### src/lpoc_pkg.sv
package lpoc_pkg;
  // ----------------------------------------------------------------
  // Command opcodes and masks
  // ----------------------------------------------------------------
  localparam logic [7:0] LPOC_OSC_FREQ_MASK = 8'hF0;
  localparam logic [7:0] LPOC_OSC_FREQ_OP   = 8'h70;
  localparam logic [7:0] LPOC_PWR_CTRL_OP   = 8'h25;
  localparam logic [7:0] LPOC_VRANGE_MASK   = 8'hF8;
  localparam logic [7:0] LPOC_VRANGE_OP     = 8'h20;
  localparam logic [7:0] LPOC_BIAS_MASK     = 8'hFC;
  localparam logic [7:0] LPOC_BIAS_OP       = 8'h50;
  localparam logic [7:0] LPOC_CONTRAST_OP   = 8'h81;
  localparam logic [7:0] LPOC_DISCH_MASK    = 8'hFE;
  localparam logic [7:0] LPOC_DISCH_OP      = 8'hEA;
  localparam logic [7:0] LPOC_OSC_ONOFF_OP  = 8'hAA;
  localparam logic [1:0] LPOC_BIAS_RESERVED = 2'h3;
  // ----------------------------------------------------------------
  // Reset values
  // ----------------------------------------------------------------
  localparam logic [3:0] LPOC_OSC_FREQ_RST  = 4'h0;
  localparam logic [2:0] LPOC_VRANGE_RST    = 3'h0;
  localparam logic [1:0] LPOC_BIAS_RST      = 2'h0;
  localparam logic [6:0] LPOC_CONTRAST_RST  = 7'h00;
  localparam logic [2:0] LPOC_PWR_RST       = 3'h0;
  // ----------------------------------------------------------------
  // Frame rate arithmetic
  // ----------------------------------------------------------------
  localparam int LPOC_FRAME_DIV   = 16;
  localparam int LPOC_FRAME_EXTRA = 3;
  // ----------------------------------------------------------------
  // Host register map (byte addresses)
  // ----------------------------------------------------------------
  localparam logic [3:0] LPOC_REG_CMD    = 4'h0;
  localparam logic [3:0] LPOC_REG_STATUS = 4'h4;
  localparam logic [3:0] LPOC_REG_CFG0   = 4'h8;
  localparam logic [3:0] LPOC_REG_CFG1   = 4'hC;
  localparam int LPOC_CMD_DATA_SEL_BIT   = 8;
  // Frame line count from duty code: 5 + 4*code
  function automatic logic [6:0] lpoc_line_count(input logic [3:0] duty);
    lpoc_line_count = 7'h05 + {1'b0, duty, 2'b00};
  endfunction
  // Cycles of base clock per frame: 16 * (lines + 3)
  function automatic logic [10:0] lpoc_frame_div(input logic [3:0] duty);
    lpoc_frame_div = {lpoc_line_count(duty) + 7'h03, 4'h0};
  endfunction
endpackage

### src/lpoc_if.sv
`timescale 1ns/1ps
`default_nettype none
interface lpoc_if;
  logic       wr_stb;     // One-cycle byte strobe
  logic       cmd_data_select; // 0 command, 1 data
  logic [7:0] wr_byte;    // Byte written
  modport host (output wr_stb, output cmd_data_select, output wr_byte);
  modport dev  (input wr_stb, input cmd_data_select, input wr_byte);
endinterface
`default_nettype wire

### src/lpoc_frame_div.sv
`timescale 1ns/1ps
`default_nettype none
module lpoc_frame_div
  import lpoc_pkg::*;
(
  input  wire logic       aclk,        // Clock
  input  wire logic       aresetn,     // Sync reset, active low
  input  wire logic       base_tick,   // One pulse per base clock period
  input  wire logic [3:0] duty_code,   // Duty select
  output logic            frame_tick   // One pulse per frame
);
  logic [10:0] cnt_r;
  wire  [10:0] limit = lpoc_frame_div(duty_code);
  wire         wrap  = base_tick && (cnt_r >= limit - 11'h001);

  always_ff @(posedge aclk) begin
    if (!aresetn) begin
      cnt_r      <= 11'h000;
      frame_tick <= 1'b0;
    end else begin
      frame_tick <= wrap;
      if (wrap) begin
        cnt_r <= 11'h000;
      end else if (base_tick) begin
        cnt_r <= cnt_r + 11'h001;
      end
    end
  end
endmodule
`default_nettype wire

### src/lpoc_dev.sv
// The implementer's own choices: the AXI4-Lite register port and the register addresses.
`timescale 1ns/1ps
`default_nettype none
module lpoc_dev
  import lpoc_pkg::*;
(
  input  wire logic       aclk,                 // Clock
  input  wire logic       aresetn,              // Sync reset, active low
  lpoc_if.dev             bus,                  // Command byte link
  input  wire logic       master_mode,          // Device strapped as master
  input  wire logic       internal_osc_select,  // Internal oscillator chosen
  input  wire logic [3:0] duty_code,            // Duty from display timing
  input  wire logic       base_tick,            // Base clock period pulse
  output logic [3:0]      osc_freq_code,        // Oscillator frequency code
  output logic            osc_on,               // Internal oscillator run
  output logic            stepup_enable_bit,    // Step-up stage enable
  output logic            regulator_enable_bit, // Regulator enable
  output logic            drive_level_gen_enable_bit, // Drive level gen enable
  output logic [2:0]      voltage_range_code,   // Regulator range
  output logic [1:0]      bias_code,            // Bias ratio
  output logic [6:0]      contrast_value,       // Contrast level
  output logic            discharge_on,         // Capacitor discharge
  output logic            contrast_pending,     // Contrast entry active
  output logic            frame_tick            // Frame refresh pulse
);
  typedef enum logic [2:0] {
    LPOC_ST_IDLE     = 3'b001,
    LPOC_ST_PWR      = 3'b010,
    LPOC_ST_CONTRAST = 3'b100
  } lpoc_state_t;

  // ----------------------------------------------------------------
  // Decode
  // ----------------------------------------------------------------
  lpoc_state_t state_r;
  lpoc_state_t state_nxt;
  wire [7:0] b      = bus.wr_byte;
  wire       cmd    = bus.wr_stb && !bus.cmd_data_select;
  wire       dat    = bus.wr_stb && bus.cmd_data_select;
  wire       idle   = (state_r == LPOC_ST_IDLE);
  wire       dec_ok = cmd && idle;
  wire hit_freq  = dec_ok && ((b & LPOC_OSC_FREQ_MASK) == LPOC_OSC_FREQ_OP);
  wire hit_pwr   = dec_ok && (b == LPOC_PWR_CTRL_OP);
  // Power control opcode shares the range prefix; it is not a range write
  wire hit_vrng  = dec_ok && ((b & LPOC_VRANGE_MASK) == LPOC_VRANGE_OP) && (b != LPOC_PWR_CTRL_OP);
  wire hit_bias  = dec_ok && ((b & LPOC_BIAS_MASK) == LPOC_BIAS_OP);
  wire hit_cntr  = dec_ok && (b == LPOC_CONTRAST_OP);
  wire hit_disch = dec_ok && ((b & LPOC_DISCH_MASK) == LPOC_DISCH_OP);
  wire hit_osc   = dec_ok && ((b & LPOC_DISCH_MASK) == LPOC_OSC_ONOFF_OP);
  wire osc_allow = master_mode && internal_osc_select;
  wire bias_ok   = (b[1:0] != LPOC_BIAS_RESERVED);
  wire pwr_take  = (state_r == LPOC_ST_PWR) && dat;
  wire cntr_take = (state_r == LPOC_ST_CONTRAST) && bus.wr_stb;

  // ----------------------------------------------------------------
  // Sequence state
  // ----------------------------------------------------------------
  always_comb begin
    state_nxt = state_r;
    unique case (state_r)
      LPOC_ST_IDLE: begin
        if (hit_pwr) begin
          state_nxt = LPOC_ST_PWR;
        end else if (hit_cntr) begin
          state_nxt = LPOC_ST_CONTRAST;
        end
      end
      LPOC_ST_PWR: begin
        if (bus.wr_stb) begin
          state_nxt = LPOC_ST_IDLE;
        end
      end
      LPOC_ST_CONTRAST: begin
        if (cntr_take) begin
          state_nxt = LPOC_ST_IDLE;
        end
      end
      default: state_nxt = LPOC_ST_IDLE;
    endcase
  end

  assign contrast_pending = (state_r == LPOC_ST_CONTRAST);

  always_ff @(posedge aclk) begin
    if (!aresetn) begin
      state_r <= LPOC_ST_IDLE;
    end else begin
      state_r <= state_nxt;
    end
  end

  // ----------------------------------------------------------------
  // Held settings
  // ----------------------------------------------------------------
  always_ff @(posedge aclk) begin
    if (!aresetn) begin
      osc_freq_code <= LPOC_OSC_FREQ_RST;
      voltage_range_code <= LPOC_VRANGE_RST;
      bias_code <= LPOC_BIAS_RST;
      contrast_value <= LPOC_CONTRAST_RST;
      {stepup_enable_bit, regulator_enable_bit, drive_level_gen_enable_bit} <= LPOC_PWR_RST;
      discharge_on <= 1'b0;
      osc_on <= 1'b0;
    end else begin
      if (hit_freq) begin
        osc_freq_code <= b[3:0];
      end
      if (pwr_take) begin
        stepup_enable_bit          <= b[2];
        regulator_enable_bit       <= b[1];
        drive_level_gen_enable_bit <= b[0];
      end
      if (hit_vrng) begin
        voltage_range_code <= b[2:0];
      end
      if (hit_bias && bias_ok) begin
        bias_code <= b[1:0];
      end
      if (cntr_take) begin
        contrast_value <= b[6:0];
      end
      if (hit_disch) begin
        discharge_on <= b[0];
      end
      if (hit_osc && osc_allow) begin
        osc_on <= b[0];
      end
    end
  end

  // ----------------------------------------------------------------
  // Frame refresh
  // ----------------------------------------------------------------
  // frame divider
  lpoc_frame_div u_frame (
    .aclk       (aclk),
    .aresetn    (aresetn),
    .base_tick  (base_tick),
    .duty_code  (duty_code),
    .frame_tick (frame_tick)
  );
endmodule
`default_nettype wire

### src/flat_wrapper.sv
// flat-port wrapper written by rule: the top's interface ports become plain ports
module lpoc_dev_flat import lpoc_pkg::*;
  (aclk, aresetn, master_mode, internal_osc_select, duty_code, base_tick, osc_freq_code, osc_on, stepup_enable_bit, regulator_enable_bit, drive_level_gen_enable_bit, voltage_range_code, bias_code, contrast_value, discharge_on, contrast_pending, frame_tick, bus_wr_stb, bus_cmd_data_select, bus_wr_byte);
  lpoc_if bus_i ();
  input  wire logic aclk;
  input  wire logic aresetn;
  input  wire logic master_mode;
  input  wire logic internal_osc_select;
  input  wire logic [3:0] duty_code;
  input  wire logic base_tick;
  output logic [3:0] osc_freq_code;
  output logic osc_on;
  output logic stepup_enable_bit;
  output logic regulator_enable_bit;
  output logic drive_level_gen_enable_bit;
  output logic [2:0] voltage_range_code;
  output logic [1:0] bias_code;
  output logic [6:0] contrast_value;
  output logic discharge_on;
  output logic contrast_pending;
  output logic frame_tick;
  input wire logic [$bits(bus_i.wr_stb)-1:0] bus_wr_stb;
  input wire logic [$bits(bus_i.cmd_data_select)-1:0] bus_cmd_data_select;
  input wire logic [$bits(bus_i.wr_byte)-1:0] bus_wr_byte;
  assign bus_i.wr_stb = bus_wr_stb;
  assign bus_i.cmd_data_select = bus_cmd_data_select;
  assign bus_i.wr_byte = bus_wr_byte;
  lpoc_dev u_core (.aclk(aclk), .aresetn(aresetn), .bus(bus_i), .master_mode(master_mode), .internal_osc_select(internal_osc_select), .duty_code(duty_code), .base_tick(base_tick), .osc_freq_code(osc_freq_code), .osc_on(osc_on), .stepup_enable_bit(stepup_enable_bit), .regulator_enable_bit(regulator_enable_bit), .drive_level_gen_enable_bit(drive_level_gen_enable_bit), .voltage_range_code(voltage_range_code), .bias_code(bias_code), .contrast_value(contrast_value), .discharge_on(discharge_on), .contrast_pending(contrast_pending), .frame_tick(frame_tick));
endmodule
### config.mk
export PLATFORM = sky130hd
export DESIGN_NAME = lpoc_dev_flat
export DESIGN_NICKNAME = d
export VERILOG_FILES = /design/src/lpoc_pkg.sv /design/src/lpoc_if.sv /design/src/lpoc_frame_div.sv /design/src/lpoc_dev.sv /design/src/flat_wrapper.sv
export SDC_FILE = /design/constraint.sdc
export NUM_CORES = 1
export LEC_CHECK = 0
export BUFFER_PORTS_ARGS = -buffer_cell sky130_fd_sc_hd__buf_2
export CAP_MARGIN = 20
export CORE_AREA = 2 2 53 75
export CTS_CLUSTER_DIAMETER = 50
export DETAILED_ROUTE_END_ITERATION = 7
export DIE_AREA = 0 0 55 77
export GPL_TIMING_DRIVEN = 1
export HOLD_SLACK_MARGIN = 0.02
export PLACE_DENSITY_LB_ADDON = 0.25
export SLEW_MARGIN = 10
export SYNTH_ARGS = -nofsm -noshare
export SYNTH_HDL_FRONTEND = slang
export SYNTH_SLANG_ARGS = --single-unit
### constraint.sdc
create_clock -name aclk -period 5.4 [get_ports aclk]
set_input_delay 0.81 -clock aclk [delete_from_list [all_inputs] [get_ports aclk]]
set_output_delay 0.81 -clock aclk [all_outputs]
set_load 0.1 [all_outputs]
Word-level counts from Yosys, hierarchy flattened
Index checks and enable logic that the tools add are counted.

$mul: 0. $add $sub $neg: 4. Muxes and demuxes: 5. Order comparisons: 1. Eq/ne operators: 15. Shift operators: 0. Reductions and logical operators: 20. Divide/modulo/power cells: 0. Bitwise operators: 1.

Operator list (number): $logic_and 1x1->1 (17); $eq 7x7->1 const B (2); $mux 3 (4); $add 11x1->11 const B (1); $ge 11x11->1 (1); $sub 11x1->11 const B (1); $pmux 3 s3 (1); $eq 8x6->1 const B (1); $eq 8x8->1 const B (1); $ne 8x6->1 const B (1); $add 3x6->7 const A (1); $add 7x2->7 const B (1); $eq 6x5->1 const B (1); $eq 5x3->1 const B (1); $eq 4x3->1 const B (1); $ne 2x2->1 const B (2); $eq 3x1->1 const B (1); $eq 3x2->1 const B (1); $eq 3x3->1 const B (1); $ne 3x3->1 const B (1); $reduce_and 3->1 (1); $ne 2x1->1 const B (1); $reduce_or 2->1 (1); $logic_not 1->1 (1); $not 1->1 (1).

Latch bits: 0. Word-level logic and storage cells: 58. Memories kept: 0. Input port bits: 19. Flip-flop bits (word level): 36. ROM bits: 0. Output and inout bits: 23. Bits in writable memories: 0.

Longest topological paths before layout
Gate-level depths: netlist (run 1).

Word-level depth: 7. Mapped depth: 11. Gate-level depth less buffers: 10.

Hierarchy
Synthesis (run 1) repeated with hierarchy kept, for this count alone.

Cells, all modules: 200. Area total of the unflattened synthesis: 1865.5 um^2.

Modules (own cells, without submodules): lpoc_dev (area each 1019.7 um^2, cells each 107, instances 1, sequential area each 480.5 um^2); lpoc_frame_div (area each 845.8 um^2, cells each 93, instances 1, sequential area each 240.2 um^2).

Worst setup path after synthesis (run 1)
OpenSTA, ideal clock, no wires.

Path type: reg-to-reg. From: register u_core.state_r[2]. To: register u_core.contrast_value[0]. Period minus slack after synthesis: 3.552 ns. Path buffers: 1. Stages on the path, launching flop included: 6. Required time: 5.272 ns. Setup time: 0.128 ns. Data arrival time: 3.425 ns. Slack: 1.848 ns. Cells stage by stage: dfxtp_1 > nor3b_1 > and2_1 > buf_2 > mux2i_1 > nor2_1.

Word-level cells in the longest chain between the ends: 2.

Ends and longest elaborated chain: start, declared (RTL line lpoc_dev.sv:35) `lpoc_state_t state_r;`; start signal, assigned (RTL line lpoc_dev.sv:88) `state_r <= state_nxt;`; $eq 3x3->1; via contrast_pending (RTL line flat_wrapper.sv:20) `output logic contrast_pending;`; $logic_and 1x1->1 (RTL line lpoc_dev.sv:53) `wire cntr_take = (state_r == LPOC_ST_CONTRAST) && bus.wr_stb;`; end signal, assigned (RTL line lpoc_dev.sv:120) `contrast_value <= b[6:0];`; end, declared (RTL line lpoc_dev.sv:21) `output logic [6:0] contrast_value,`.

The timed path passes the listed nets, and every way through them passes these cells. A chain may end at the register's enable or synchronous reset.

Final worst setup path (run 1)
From: input port duty_code[1]. To: register u_core.u_frame.cnt_r[5].

Word-level cells in the longest chain between the ends: 6.

Ends and longest elaborated chain: start, declared (RTL line flat_wrapper.sv:9) `input wire logic [3:0] duty_code;`; $add 3x6->7 (RTL line lpoc_pkg.sv:40) `lpoc_line_count = 7'h05 + {1'b0, duty, 2'b00};`; $add 7x2->7 (RTL line lpoc_pkg.sv:44) `lpoc_frame_div = {lpoc_line_count(duty) + 7'h03, 4'h0};`; $sub 11x1->11 (RTL line lpoc_frame_div.sv:14) `wire wrap = base_tick && (cnt_r >= limit - 11'h001);`; $ge 11x11->1 (RTL line lpoc_frame_div.sv:14); $logic_and 1x1->1 (RTL line lpoc_frame_div.sv:14); $reduce_or 2->1 (no line); end signal, assigned (RTL line lpoc_frame_div.sv:25) `cnt_r <= cnt_r + 11'h001;`; end, declared (RTL line lpoc_frame_div.sv:12) `logic [10:0] cnt_r;`.

Every way passes these cells.

==> impl_metrics.env, run 1 <==
export IMPL_internal_power_uw=397
export IMPL_relSlewSlack_pct=41.9
export IMPL_finalPower_uw=526
export IMPL_ctsResizeCount=0
export IMPL_seq_power_share_pct=51.1
export IMPL_insertion_delay_ns=0.29
export IMPL_crit_buf_inv=1
export IMPL_core_um2=3580
export IMPL_maxSlewViolCount=0
export IMPL_start_kind="input pin"
export IMPL_synthTopCellsByArea="dfxtp_1, ha_1, mux2i_1"
export IMPL_cpMostUsedCell="ha_1"
export IMPL_setup_tns_ns=0
export IMPL_cts_sinks=36
export IMPL_p_clk_share_pct=40.0
export IMPL_syn_area_um2=1970
export IMPL_yosysSeqAreaShare_pct=36.5
export IMPL_numCtsBuffers=5
export IMPL_crit_chain="buf_2, ha_1, nand3b_1, xor2_1, a21oi_1, ha_1, and2_1, nand4_1, o21ai_1, a211oi_1"
export IMPL_worstSetupPathType="in2reg"
export IMPL_drt_vias_per_instance=6.08
export IMPL_antenna_diode_count=0
export IMPL_setup_viol=0
export IMPL_rsz0062_at_grt="no"
export IMPL_tightest_slew_ns=0.867
export IMPL_die_w_um=55
export IMPL_worst_ir_drop_vdd_uv=261
export IMPL_min_period_ns=3.06
export IMPL_port_buffers=41
export IMPL_mostFrequentLayoutCell="buf_2"
export IMPL_regArea_um2=721
export IMPL_power_frac_comb_pct=8.9
export IMPL_p_sw_uw=129
export IMPL_chipHeight_um=77
export IMPL_syn_to_final_growth_pct=15.2
export IMPL_cts_tree="yes"
export IMPL_synth_edf_count=0
export IMPL_wl_per_cell_um=15.4
export IMPL_grt_pass1_vias=1717
export IMPL_p_leak_nw=0.869
export IMPL_hold_buffers=0
export IMPL_cpLargestDelayFamily="compound AO/OA/AOI/OAI gates"
export IMPL_cp_slowest_stage_delay_ns=0.54
export IMPL_yosys_area_top_type="dfxtp_1"
export IMPL_hpwl_um=3450
export IMPL_fmax_mhz=327
export IMPL_clkTransAtPathRegs_ns=0.07
export IMPL_design_portCount=42
export IMPL_grt_pass1_wl_um=7430
export IMPL_layout_drive_gt1_share_pct=21.4
export IMPL_timing_hold_violations_final=0
export IMPL_drc=0
export IMPL_cts_root_buffer="clkbuf_8"
export IMPL_antenna_found_initial=0
export IMPL_grt_overflow=0
export IMPL_finClkSkew_ns=0.00505
export IMPL_period_share_pct=56.6
export IMPL_critPathMaxFanout=11
export IMPL_slowest_stage="o21ai_1"
export IMPL_drtAntennaViolNets=0
export IMPL_place_ws_ns=2.09
export IMPL_worstSetupEndpointType="register"
export IMPL_cts_buffer_depth=2
export IMPL_power_density_nw_per_um2=231
export IMPL_htree_levels=2
export IMPL_place_gp_congestion=0.797
export IMPL_yosysUniqueCellTypes=51
export IMPL_wirelength_um=4690
export IMPL_fin_ws_ns=2.34
export IMPL_syn_mean_instance_area_um2=8.69
export IMPL_drt_first_pass_iters=5
export IMPL_die_area_um2=4240
export IMPL_placed_cells=297
export IMPL_nets=290
export IMPL_maxCapViolCount=0
export IMPL_synth_top_area_share_pct=36.5
export IMPL_outcome="complete, no violations"
export IMPL_cp_data_arrival_time_ns=3.20
export IMPL_crit_required_ns=5.55
export IMPL_vias=1848
export IMPL_post_cts_buffers=0
export IMPL_syn_instance_count=227
export IMPL_swShare_pct=24.5
export IMPL_ys_ff_latch=36
export IMPL_fin_cells=304
export IMPL_fillers=337
export IMPL_layout_common_cells="buf_2, dfxtp_1, nand2_1"
export IMPL_grtUsageTotal_pct=23.9
export IMPL_hold_class="reg2reg"
export IMPL_drt_iter0_drc=33
export IMPL_synth_async_reset_ratio_pct=0
export IMPL_grt_max_degree=29
export IMPL_multiInputGateArea_um2=1150
export IMPL_ys_flop_type="dfxtp_1"
export IMPL_synth_nets=255
export IMPL_ys_warn_count=0
export IMPL_start_util_pct=55.1
export IMPL_num_rows=26
[cells in the mapped netlist, drive strengths merged (6+ instances only)]
| library cell | instances |
|---|---|
| a21oi | 14 |
| clkbuf | 12 |
| dfxtp | 36 |
| ha | 9 |
| inv | 9 |
| mux2i | 10 |
| nand2 | 17 |
| nand3 | 12 |
| nand4 | 6 |
| nor2 | 12 |
| nor3 | 6 |
| o2111ai | 9 |
| o21ai | 7 |
[worst min-delay path, cell delays in order (launching register included)]
cell and delay (ns):
dfxtp_1 0.31, nand2_1 0.05, a21oi_1 0.05
[metal layers]
metal  track usage (%)  up-vias  part of all wire, %
li1                  -      916                    -
met1              23.8      879                   38
met2              43.5       45                   56
met3              5.06        8                  3.9
met4              11.5        0                  1.8
met5                 0        -                    0
[state kept, by name (all words and copies together), names as in the netlist]
signal / flops
u_core.osc_freq_code: 4
u_core.drive_level_gen_enable_bit: 1
u_core.u_frame.frame_tick: 1
u_core.state_r: 3
u_core.regulator_enable_bit: 1
u_core.u_frame.cnt_r: 11
u_core.voltage_range_code: 3
u_core.osc_on: 1
u_core.stepup_enable_bit: 1
u_core.bias_code: 2
u_core.contrast_value: 7
u_core.discharge_on: 1
[cell type report]
cell class              count  share of cell area, %
repair buffers             42                   9.36
inverters                  10                   1.65
flip-flops and latches     36                   31.7
multi-input cells         167                   50.7
well taps                  42                   2.31
clock buffers               7                   4.24
[final timing paths]
| check | end | slack (ns) | start | depth (start not counted) |
|---|---|---|---|---|
| min reg2reg | u_core.stepup_enable_bit | 0.46 | u_core.stepup_enable_bit | 2 |
| min | u_core.stepup_enable_bit | 0.46 | u_core.stepup_enable_bit | 2 |
| max reg2reg | u_core.u_frame.cnt_r[5] | 3.04 | u_core.u_frame.cnt_r[6] | 5 |
| max | u_core.u_frame.cnt_r[5] | 2.34 | duty_code[1] | 10 |
[power groups by stage]
stage          clock, mW  sequential [mW]  combinational (mW)
2_1_floorplan          0            0.277              0.0287
3_3_place_gp           0            0.275              0.0462
3_5_place_dp           0            0.275              0.0471
4_1_cts            0.208            0.269              0.0471
5_1_grt            0.219            0.269              0.0531
6_report           0.210            0.269              0.0469
[per-stage QoR]
stage          utilization (%)  area (um2)  hold slack, ns
6_report                  63.5        2270           0.459
5_1_grt                   63.5        2270           0.484
4_1_cts                   63.5        2270           0.462
3_5_place_dp              60.8        2180           0.452
3_3_place_gp              60.8        2180           0.446
2_1_floorplan                -        1970           0.476
[cells by family (layout without fill, tap and decap cells)]
| family | Yosys count | in the layout | share of synthesized area [%] |
|---|---|---|---|
| AO/OA/AOI/OAI | 50 | 50 | 17.5 |
| XOR/XNOR | 7 | 7 | 3.11 |
| adder cells (fa/ha/maj) | 9 | 9 | 5.71 |
| buffers and inverters | 24 | 59 | 5.01 |
| flip-flops | 36 | 36 | 36.5 |
| multiplexers | 10 | 10 | 5.07 |
| AND/OR/NAND/NOR | 91 | 91 | 27.1 |
No activity file was read; power rests on OpenSTA's default activity.
==> run 2, diff against run 1 <==
--- a/config.mk
+++ b/config.mk
@@ -7,10 +7,10 @@
 export LEC_CHECK = 0
 export BUFFER_PORTS_ARGS = -buffer_cell sky130_fd_sc_hd__buf_2
 export CAP_MARGIN = 20
-export CORE_AREA = 2 2 53 75
+export CORE_AREA = 2 2 55 77
 export CTS_CLUSTER_DIAMETER = 50
 export DETAILED_ROUTE_END_ITERATION = 7
-export DIE_AREA = 0 0 55 77
+export DIE_AREA = 0 0 57 79
 export GPL_TIMING_DRIVEN = 1
 export HOLD_SLACK_MARGIN = 0.02
 export PLACE_DENSITY_LB_ADDON = 0.25
==> constraint.sdc (replaced) <==
create_clock -name aclk -period 3 [get_ports aclk]
set_input_delay 0.45 -clock aclk [delete_from_list [all_inputs] [get_ports aclk]]
set_output_delay 0.45 -clock aclk [all_outputs]
set_load 0.1 [all_outputs]
==> impl_metrics.env, run 2 (synthesized netlist as in run 1, its figures left out) <==
export IMPL_fillers=374
export IMPL_min_to="u_core.drive_level_gen_enable_bit"
export IMPL_grt_pass1_vias=1718
export IMPL_grt_pass1_wl_um=7620
export IMPL_worst_ir_drop_vdd_uv=424
export IMPL_cp_slowest_stage_delay_ns=0.33
export IMPL_power_density_nw_per_um2=443
export IMPL_regToRegStartpoint="u_core.u_frame.cnt_r[8]"
export IMPL_vias=1833
export IMPL_biggestRegsByFlops="u_core.u_frame.cnt_r: 11 flops, u_core.contrast_value: 7 flops, u_core.osc_freq_code: 4 flops"
export IMPL_chipHeight_um=79
export IMPL_ctsResizeCount=0
export IMPL_wl_per_cell_um=14.7
export IMPL_cpMostUsedCell="ha_1"
export IMPL_reg2reg_slack_ns=1.17
export IMPL_outcome="complete, no violations"
export IMPL_rsz0062_at_grt="no"
export IMPL_num_rows=27
export IMPL_top_register="u_core.u_frame.cnt_r"
export IMPL_grtUsageTotal_pct=21.7
export IMPL_hold_class="reg2reg"
export IMPL_crit_chain="buf_2, ha_1, nand3b_1, xor2_1, a21oi_1, ha_1, and2_1, a221oi_1, buf_4, o2111ai_1, a31oi_1"
export IMPL_drt_first_pass_iters=4
export IMPL_cts_root_buffer="clkbuf_8"
export IMPL_mostFrequentLayoutCell="buf_2"
export IMPL_grt_max_degree=21
export IMPL_drt_iter0_drc=26
export IMPL_drt_vias_per_instance=5.91
export IMPL_setup_tns_ns=0
export IMPL_insertion_delay_ns=0.29
export IMPL_hold_buffers=0
export IMPL_htree_levels=2
export IMPL_port_buffers=41
export IMPL_top_layer="met4"
export IMPL_worstSetupEndpointType="register"
export IMPL_layout_common_cells="buf_2, dfxtp_1, nand2_1"
export IMPL_min_from="u_core.drive_level_gen_enable_bit"
export IMPL_drtAntennaViolNets=0
export IMPL_fmax_mhz=405
export IMPL_maxSlewViolCount=0
export IMPL_worst_r2r_endpoint="u_core.u_frame.cnt_r[3]"
export IMPL_utilization_pct=60.8
export IMPL_tightest_slew_ns=0.618
export IMPL_cts_tree="yes"
export IMPL_setup_viol=0
export IMPL_finClkSkew_ns=0.00266
export IMPL_hpwl_um=3410
export IMPL_crit_buf_inv=2
export IMPL_p_leak_nw=0.902
export IMPL_antenna_found_initial=0
export IMPL_relSlewSlack_pct=58.2
export IMPL_core_um2=3850
export IMPL_maxCapViolCount=0
export IMPL_place_gp_congestion=0.813
export IMPL_syn_to_final_growth_pct=18.6
export IMPL_cp_data_arrival_time_ns=2.69
export IMPL_period_share_pct=82.4
export IMPL_start_kind="input pin"
export IMPL_grt_overflow=0
export IMPL_holdPathStages=2
export IMPL_critPathMaxFanout=10
export IMPL_post_cts_buffers=0
export IMPL_reg2reg_depth=6
export IMPL_slowest_stage="ha_1"
export IMPL_clkTransAtPathRegs_ns=0.07
export IMPL_antenna_diode_count=0
export IMPL_numCtsBuffers=5
export IMPL_cts_buffer_depth=2
export IMPL_largest_reg_flops=11
export IMPL_cts_sinks=36
export IMPL_wirelength_um=4570
export IMPL_dr_wl_met2_um=2490
export IMPL_cpLargestDelayFamily="compound AO/OA/AOI/OAI gates"
export IMPL_crit_required_ns=3.22
export IMPL_die_w_um=57
export IMPL_drt_met1_wl_um=1840
export IMPL_nets=294
export IMPL_met3_length_um=151
export IMPL_layout_drive_gt1_share_pct=23.2
export IMPL_timing_hold_violations_final=0
export IMPL_start_util_pct=51.2
export IMPL_design_portCount=42
export IMPL_min_period_ns=2.47
export IMPL_drc=0
export IMPL_die_area_um2=4500
export IMPL_worstSetupPathType="in2reg"
run 2: cell types whose count changed in the layout (fill, tap and decap cells not counted), sizes merged:
cell and delta:
bufinv +1, buf +4
run 2: stage by stage:
| step | power, mW | hold slack (ns) | std cells | setup slack (ns) | area [um2] |
|---|---|---|---|---|---|
| floorplan | 0.550 | 0.476 | 227 | 0.437 | 1980 |
| global placement | 0.579 | 0.446 | 302 | 0.337 | 2210 |
| detailed placement | 0.580 | 0.443 | 302 | 0.214 | 2210 |
| CTS | 1.05 | 0.453 | 310 | 0.522 | 2340 |
| global route | 1.07 | 0.476 | 310 | 0.349 | 2340 |
| finish | 1.04 | 0.450 | 310 | 0.529 | 2340 |
run 2: worst max path at each step:
stage                       startpoint                       to  slack [ns]  cells after the start
after floorplan           duty_code[1]  u_core.u_frame.cnt_r[4]        0.44                     10
after global placement    duty_code[1]  u_core.u_frame.cnt_r[4]        0.34                     11
after detailed placement  duty_code[1]  u_core.u_frame.cnt_r[3]        0.21                     11
after global routing      duty_code[1]  u_core.u_frame.cnt_r[3]        0.35                     11
after CTS                 duty_code[1]  u_core.u_frame.cnt_r[3]        0.52                     11
final                     duty_code[1]  u_core.u_frame.cnt_r[3]        0.53                     11
run 2: cell type report:
class,instances,area [um2],share of cell area [%]
multi-input cells,167,1160,49.5
well taps,43,53.8,2.30
repair buffers,46,243,10.4
clock buffers,7,96.3,4.12
clock inverters,1,30.0,1.28
inverters,10,37.5,1.60
flip-flops and latches,36,721,30.8
run 2: tightest hold or removal path, cell delays in order, from the launching register on:
cell     delay, ns
dfxtp_1       0.31
nand2_1       0.05
a21oi_1       0.05
run 2: layer usage:
layer | GRT usage (%) | vias up
met5 | 0 | -
met4 | 10.5 | 0
met3 | 4.72 | 7
met2 | 40.3 | 34
met1 | 22.6 | 866
li1 | - | 926
run 2: report_power, final:
part	total, mW	switching, mW	internal, mW
registers	0.484	0.00309	0.481
clock network	0.468	0.175	0.293
logic	0.0853	0.0552	0.0301
total	1.04	0.233	0.804
